`src/seq_regs.vh`:
```
// Timing and step index constants for the quad rail enable sequencer
`ifndef SEQ_REGS_VH
`define SEQ_REGS_VH

// ****************************************
// Clock
// ****************************************
`define CLK_PERIOD_PS 4000

// ****************************************
// Start delay model
// ****************************************
// Start delay per unit of start_delay_capacitor code, in ns (770k ohm * 1 pF)
`define START_NS_PER_UNIT 770
`define START_CYC_PER_UNIT ((`START_NS_PER_UNIT * 1000) / `CLK_PERIOD_PS)
`define START_CODE_W 16
`define START_CNT_W 32

// ****************************************
// Gap oscillator model
// ****************************************
// Gap delay per unit of gap resistor code, in ns (1667 nF * 1 ohm)
`define GAP_NS_PER_UNIT 1667
`define GAP_CYC_PER_UNIT ((`GAP_NS_PER_UNIT * 1000) / `CLK_PERIOD_PS)
`define GAP_CODE_W 16
`define GAP_CNT_W 32

// ****************************************
// Enable step indices
// ****************************************
`define STEP_W 3
`define STEP_NONE 3'h0
`define STEP_ALL 3'h4

`endif

```
`src/gap_timer.v`:
```
// Loadable down counter used as the start and gap delay timer
`timescale 1ns/1ps

module gap_timer (
  // Clock and reset
  input wire clk_i,
  input wire rst_n_i,
  // Control
  input wire load_i,
  input wire clear_i,
  input wire [31:0] count_i,
  // Status
  output reg done_o
);

  reg [31:0] remain;
  reg running;

  // Count down after a load; done pulses when it reaches one
  always @(posedge clk_i or negedge rst_n_i) begin
    if (!rst_n_i) begin
      remain <= 32'h0;
      running <= 1'b0;
      done_o <= 1'b0;
    end else if (clear_i) begin
      remain <= 32'h0;
      running <= 1'b0;
      done_o <= 1'b0;
    end else if (load_i) begin
      remain <= (count_i == 32'h0) ? 32'h1 : count_i;
      running <= 1'b1;
      done_o <= 1'b0;
    end else if (running) begin
      if (remain <= 32'h1) begin
        running <= 1'b0;
        done_o <= 1'b1;
      end else begin
        remain <= remain - 32'h1;
        done_o <= 1'b0;
      end
    end else begin
      done_o <= 1'b0;
    end
  end

endmodule

```
`src/quad_rail_enable_sequencer.v`:
```
// Quad rail enable sequencer: window check, start delay, ordered enables
`timescale 1ns/1ps
`include "seq_regs.vh"

module quad_rail_enable_sequencer (
  // Clock and reset (bias power-on reset)
  input wire clk_i,
  input wire rst_n_i,
  // Comparator levels from the monitored rail
  input wire low_limit_sense_i,
  input wire high_limit_sense_i,
  // Sequence request pin, already resolved with its pull-up
  input wire sequence_request_i,
  // Programmed timing codes
  input wire [15:0] start_delay_capacitor_i,
  input wire [15:0] gap_resistor_ab_i,
  input wire [15:0] gap_resistor_bc_i,
  input wire [15:0] gap_resistor_cd_i,
  // Open-drain enables: pin level is high while the enable is low
  output reg [3:0] rail_enable_o,
  output reg [3:0] rail_enable_oe_o,
  // Open-drain fault
  output reg fault_o,
  output reg fault_oe_o
);

  // ****************************************
  // States
  // ****************************************
  localparam ST_IDLE = 3'h0;
  localparam ST_START = 3'h1;
  localparam ST_ON_GAP = 3'h2;
  localparam ST_ON = 3'h3;
  localparam ST_OFF_DLY = 3'h4;
  localparam ST_OFF_GAP = 3'h5;

  // ****************************************
  // Input synchronizers
  // ****************************************
  reg [2:0] sync_a;
  reg [2:0] sync_b;
  wire uv_ok;
  wire ov_high;
  wire req;

  // Two flops on each asynchronous level
  always @(posedge clk_i or negedge rst_n_i) begin
    if (!rst_n_i) begin
      sync_a <= 3'h0;
      sync_b <= 3'h0;
    end else begin
      sync_a <= {sequence_request_i, high_limit_sense_i, low_limit_sense_i};
      sync_b <= sync_a;
    end
  end

  assign uv_ok = sync_b[0];
  assign ov_high = sync_b[1];
  assign req = sync_b[2];

  // Rail inside its window
  wire in_window;
  assign in_window = uv_ok & ~ov_high;

  // ****************************************
  // Timing code synchronizers
  // ****************************************
  reg [15:0] start_code_a;
  reg [15:0] start_code;
  reg [15:0] ab_code_a;
  reg [15:0] ab_code;
  reg [15:0] bc_code_a;
  reg [15:0] bc_code;
  reg [15:0] cd_code_a;
  reg [15:0] cd_code;

  // Codes are static straps; two flops keep a late strap change clean
  always @(posedge clk_i or negedge rst_n_i) begin
    if (!rst_n_i) begin
      start_code_a <= 16'h0;
      start_code <= 16'h0;
      ab_code_a <= 16'h0;
      ab_code <= 16'h0;
      bc_code_a <= 16'h0;
      bc_code <= 16'h0;
      cd_code_a <= 16'h0;
      cd_code <= 16'h0;
    end else begin
      start_code_a <= start_delay_capacitor_i;
      start_code <= start_code_a;
      ab_code_a <= gap_resistor_ab_i;
      ab_code <= ab_code_a;
      bc_code_a <= gap_resistor_bc_i;
      bc_code <= bc_code_a;
      cd_code_a <= gap_resistor_cd_i;
      cd_code <= cd_code_a;
    end
  end

  // ****************************************
  // Delay counts
  // ****************************************
  wire [31:0] start_cnt;
  wire [31:0] gap_ab_cnt;
  wire [31:0] gap_bc_cnt;
  wire [31:0] gap_cd_cnt;

  // Scale codes into cycle counts
  assign start_cnt = {16'h0, start_code} *
    `START_CYC_PER_UNIT;
  assign gap_ab_cnt = {16'h0, ab_code} * `GAP_CYC_PER_UNIT;
  assign gap_bc_cnt = {16'h0, bc_code} * `GAP_CYC_PER_UNIT;
  assign gap_cd_cnt = {16'h0, cd_code} * `GAP_CYC_PER_UNIT;

  // ****************************************
  // Sequencer state
  // ****************************************
  reg [2:0] state;
  reg [2:0] step;
  reg [3:0] en;
  reg tmr_load;
  reg tmr_clear;
  reg [31:0] tmr_count;
  wire tmr_done_raw;
  wire tmr_done;

  reg [2:0] next_state;
  reg [2:0] next_step;
  reg [3:0] next_en;
  reg next_load;
  reg next_clear;
  reg [31:0] next_count;

  gap_timer u_timer (
    .clk_i(clk_i),
    .rst_n_i(rst_n_i),
    .load_i(tmr_load),
    .clear_i(tmr_clear),
    .count_i(tmr_count),
    .done_o(tmr_done_raw)
  );

  // A done pulse of the old count can land while a new count loads
  // (request dropped mid-gap); masked so it cannot step the sequence
  assign tmr_done = tmr_done_raw & ~tmr_load;

  // Gap count for the gap above a given enable count
  function [31:0] gap_for;
    input [2:0] n;
    begin
      case (n)
        3'h1: gap_for = gap_ab_cnt;
        3'h2: gap_for = gap_bc_cnt;
        default: gap_for = gap_cd_cnt;
      endcase
    end
  endfunction

  // Next state and timer control
  always @* begin
    next_state = state;
    next_step = step;
    next_en = en;
    next_load = 1'b0;
    next_clear = 1'b0;
    next_count = tmr_count;
    if (!in_window) begin
      // Any window fault drops everything at once
      next_state = ST_IDLE;
      next_step = `STEP_NONE;
      next_en = 4'h0;
      next_clear = 1'b1;
    end else begin
      case (state)
        ST_IDLE: begin
          if (req) begin
            next_state = ST_START;
            next_load = 1'b1;
            next_count = start_cnt;
          end
        end
        ST_START: begin
          if (!req) begin
            next_state = ST_IDLE;
            next_clear = 1'b1;
          end else if (tmr_done) begin
            next_en = 4'h1;
            next_step = 3'h1;
            next_clear = 1'b0;
            next_load = 1'b1;
            next_count = gap_ab_cnt;
            next_state = ST_ON_GAP;
          end
        end
        ST_ON_GAP: begin
          if (!req) begin
            next_state = ST_OFF_DLY;
            next_load = 1'b1;
            next_count = start_cnt;
          end else if (tmr_done) begin
            next_en = {en[2:0], 1'b1};
            next_step = step + 3'h1;
            if (step == 3'h3) begin
              next_state = ST_ON;
            end else begin
              next_load = 1'b1;
              next_count = gap_for(step + 3'h1);
            end
          end
        end
        ST_ON: begin
          if (!req) begin
            next_state = ST_OFF_DLY;
            next_load = 1'b1;
            next_count = start_cnt;
          end
        end
        ST_OFF_DLY: begin
          if (tmr_done) begin
            // Drop the highest enable that is on
            next_en = {1'b0, en[3:1]} & en;
            next_step = step - 3'h1;
            if (step <= 3'h1) begin
              next_state = ST_IDLE;
            end else begin
              next_state = ST_OFF_GAP;
              next_load = 1'b1;
              next_count = gap_for(step - 3'h1);
            end
          end
        end
        ST_OFF_GAP: begin
          if (tmr_done) begin
            next_en = {1'b0, en[3:1]} & en;
            next_step = step - 3'h1;
            if (step <= 3'h1) begin
              next_state = ST_IDLE;
            end else begin
              next_load = 1'b1;
              next_count = gap_for(step - 3'h1);
            end
          end
        end
        default: begin
          next_state = ST_IDLE;
          next_en = 4'h0;
          next_step = `STEP_NONE;
          next_clear = 1'b1;
        end
      endcase
    end
  end

  // State registers
  always @(posedge clk_i or negedge rst_n_i) begin
    if (!rst_n_i) begin
      state <= ST_IDLE;
      step <= `STEP_NONE;
      en <= 4'h0;
      tmr_load <= 1'b0;
      tmr_clear <= 1'b1;
      tmr_count <= 32'h0;
    end else begin
      state <= next_state;
      step <= next_step;
      en <= next_en;
      tmr_load <= next_load;
      tmr_clear <= next_clear;
      tmr_count <= next_count;
    end
  end

  // ****************************************
  // Pin drivers
  // ****************************************
  // Enables pull low while off; fault pulls low while compliant
  always @(posedge clk_i or negedge rst_n_i) begin
    if (!rst_n_i) begin
      rail_enable_o <= 4'h0;
      rail_enable_oe_o <= 4'hf;
      fault_o <= 1'b0;
      fault_oe_o <= 1'b0;
    end else begin
      rail_enable_o <= 4'h0;
      rail_enable_oe_o <= ~next_en;
      fault_o <= 1'b0;
      fault_oe_o <= in_window;
    end
  end

endmodule

```
`config.mk`:
```
export PLATFORM = sky130hd
export DESIGN_NAME = quad_rail_enable_sequencer
export DESIGN_NICKNAME = d
export VERILOG_FILES = /design/src/gap_timer.v /design/src/quad_rail_enable_sequencer.v
export VERILOG_INCLUDE_DIRS = /design/src
export SDC_FILE = /design/constraint.sdc
export NUM_CORES = 1
export LEC_CHECK = 0
export BUFFER_PORTS_ARGS = -buffer_cell sky130_fd_sc_hd__buf_2
export CORE_MARGIN = 10
export CORE_UTILIZATION = 30
export DETAILED_ROUTE_END_ITERATION = 10
export PLACE_DENSITY_LB_ADDON = 0.12
export SYNTH_ARGS = -nofsm -noshare
export SYNTH_HDL_FRONTEND = slang
export SYNTH_HIERARCHICAL = 1
export SYNTH_SLANG_ARGS = --single-unit
```
`constraint.sdc`:
```
create_clock -name clk_i -period 3.6 [get_ports clk_i]
set_clock_uncertainty 0.1 [all_clocks]
set_input_delay 0.18 -clock clk_i [delete_from_list [all_inputs] [get_ports clk_i]]
set_output_delay 0.18 -clock clk_i [all_outputs]
set_load 0.02 [all_outputs]
```
==> flow_summary.ini <==
[place]
dpl.hpwl_microns = 26790
dpl_cell_area_sq_mm = 0.01458
gp_congestion = 0.8879
port_buffers = 73

[final_layout]
diodes = 0
final_util_pct = 37.73
drive_gt1_share_pct = 15.39
finalInstanceArea_sq_mm = 0.01633
final_common_cell = inv_1
most-common-layout-cells = inv_1 (218), dfrtp_1 (200), ha_1 (130)
syn2layout_area_growth_pct = 23.65
final_nets = 1796

[floorplanning]
rows = 76
ioPinCount = 79
start_util_pct = 30.51
core_sq_mm = 0.04327
die_h_microns = 229.8
dieArea_sq_mm = 0.05280
die_x_microns = 229.8

[worst_setup_path]
path_class = reg2reg
slowest_delay_ns = 0.49
crit_buf_inv = 1
crit_path_end_kind = register
crit_path_start_kind = register
worst_path_max_delay_cell = fa_2
path_max_fanout = 3
crit_family = compound AO/OA/AOI/OAI gates
worstPathRequired_ns = 3.97
crit_top_cell = fa_2
cp_cell_sequence = ha_1 -> fa_2 -> fa_2 -> a211oi_4 -> nor2_1 -> o31ai_2 -> buf_4 -> a21oi_4 -> o21a_1 -> o32ai_2 -> o21ai_1 -> a31oi_1
cp_data_arrival_time_ns = 3.80

[detailed_routing]
vias = 10380
drt_iter0_drc = 574
drc = 0
wl_microns = 35250
first_pass_iters = 7
wl_per_cell_microns = 16.34
routed_via_density = 4.813
antenna_left = 0

[global_route]
met1_usage_pct = 17.43
grt_pass1_vias = 10540
grt_busiest_layer = met2
grt_usage_pct = 13.32
grt_max_degree = 77
grt_use_met2_pct = 21.91
antenna_found_initial = 0
grt.met3_usage_pct = 2.635
grt_pass1_wl_microns = 57410
grt_overflow_total = 0

[power_and_ir_drop]
power.leakage_nw = 7.797
power_frac_seq_pct = 34.3
irDropWorstVdd_uv = 348.1
power_switching_w = 0.002620
p_total_w = 0.007589
clkPwrFrac_pct = 33.9
power_density_mw_per_mm2 = 464.8
internal_power_w = 0.004969
combPwrFrac_pct = 31.8
p_sw_share_pct = 34.53

[synth]
netlist-cell-type-count = 84
yosysSeqAreaShare_pct = 38.90
synth_top_area_share_pct = 37.91
yosys.area.top_type = dfrtp_1
syn_area_sq_mm = 0.01320
synth_cells = 1342
synth-main-ff-cell = dfrtp_1
synth_edf_count = 0
yosysWarnings = 6
async_flop_share_pct = 100.0
syn_avg_cell_area_sq_um = 9.838
synthTopCellsByArea = dfrtp_1 (38%), ha_1 (13%), inv_1 (6.2%), fa_1 (6.1%), xnor2_1 (2.4%)
ys_seq_elements = 205

[cts]
cts_root_buffer = clkbuf_16
path_clk_slew_ns = 0.06
clkLatencyLatePin_ns = 0.55
cts.htree.levels = 1
numCtsBuffers = 27
clockBufferDepth = 3
cts_tree = yes
cts_sinks = 205

[sta]
max_freq_mhz = 291.3
slew_headroom_pct = 41.79
worst_pin_slew_ns = 0.8699
slew_viol_final = 0
grt_setup_unrepaired = yes
finalSetupViolations = 0
fin_crit_ns = 3.433
final_hold_viol_count = 0
finalCritPeriodShare_pct = 95.37

[status]
outcome = finished clean

[run]
cap_violations = 0

[hold_path]
hp-class = in2async
## registers in the layout, indices dropped and copies added, names as in the netlist, 3 cells and up
register,count
start_code_a,16
rail_enable_oe_o,4
cd_code_a,16
state,3
en,4
cd_code,16
u_timer/remain,32
bc_code,16
start_code,16
tmr_count,20
sync_b,3
bc_code_a,16
step,3
ab_code,16
ab_code_a,16
sync_a,3
## synth_stat cells, drive strengths merged, types with 20 or more instances
library cell	n
nor2	85
o21ai	48
nand3	21
nor4	20
fa	40
dfrtp	200
clkbuf	20
ha	134
nand2	64
a21o	20
a21oi	53
xnor2	37
or3	21
inv	218
nand2b	20
nor3	33
## area by class of cell
class                   instances  area [sq um]
fillers                      4332         26940
flip-flops and latches        205          5136
repair buffers                192          1464
inverters                     218         818.3
well taps                     585         732.0
clock inverters                18         152.6
multi-input cells             909          7326
clock buffers                  30         696.9
## metrics by stage
step	instances	setup TNS [ns]	setup slack (ns)	hold slack [ns]
after floorplan	1370	0	0.2056	-0.2156
after global placement	2037	0	0.005330	0.1275
after detailed placement	2037	-0.03567	-0.03567	0.1279
after CTS	2153	0	0.004115	0.1250
after global routing	2157	-0.05632	-0.05229	0.1474
final	2157	0	0.1667	0.1104
## worst paths after layout
| path | from | to | slack (ns) | cells after the start |
|---|---|---|---|---|
| max | ab_code[1]$_DFF_PN0_ | tmr_count[22]$_DFFE_PN0P_ | 0.17 | 12 |
| min | rst_n_i | sync_b[1]$_DFF_PN0_ | 0.11 | 2 |
| max reg2reg | ab_code[1]$_DFF_PN0_ | tmr_count[22]$_DFFE_PN0P_ | 0.17 | 12 |
| min reg2reg | cd_code_a[11]$_DFF_PN0_ | cd_code[11]$_DFF_PN0_ | 0.24 | 0 |
| max in group asynchronous | rst_n_i | bc_code[11]$_DFF_PN0_ | 2.47 | 3 |
| min in group clk_i | gap_resistor_bc_i[8] | bc_code_a[8]$_DFF_PN0_ | 0.17 | 2 |
## power groups by stage
stage,clock [W],combinational (W),sequential [W]
4_1_cts,0.00266,0.00233,0.00260
3_3_place_gp,0,0.00225,0.00264
2_1_floorplan,0,0.00159,0.00256
3_5_place_dp,0,0.00226,0.00264
6_report,0.00257,0.00241,0.00260
5_1_grt,0.00276,0.00271,0.00262
## what timing repair did
action | 4_1_cts | 5_1_grt
setup endpoints to repair | 1 | 10
gates resized for setup | 1 | 36
pin swaps | 0 | 16
gates cloned | 0 | 0
endpoints found under the hold margin | 141 | 0
buffers inserted | 0 | 4
hold buffers | 68 | 0
## metal layers
layer	vias to the layer above	wire length [microns]	part of all wire, %
met1	5002	16120	46
met2	219	16530	47
li1	5108	-	-
met4	0	930	2.6
met3	53	1665	4.7
met5	-	0	0
## kinds of logic after synthesis
group	share of synthesized area [%]
compound gates	17.49
xor+xnor	3.772
fa+ha+maj	18.76
buf+inv	7.818
flops	38.90
mux	0.5307
other cells	0.02840
simple gates	12.69
No activity file was read; power rests on OpenSTA's default activity.
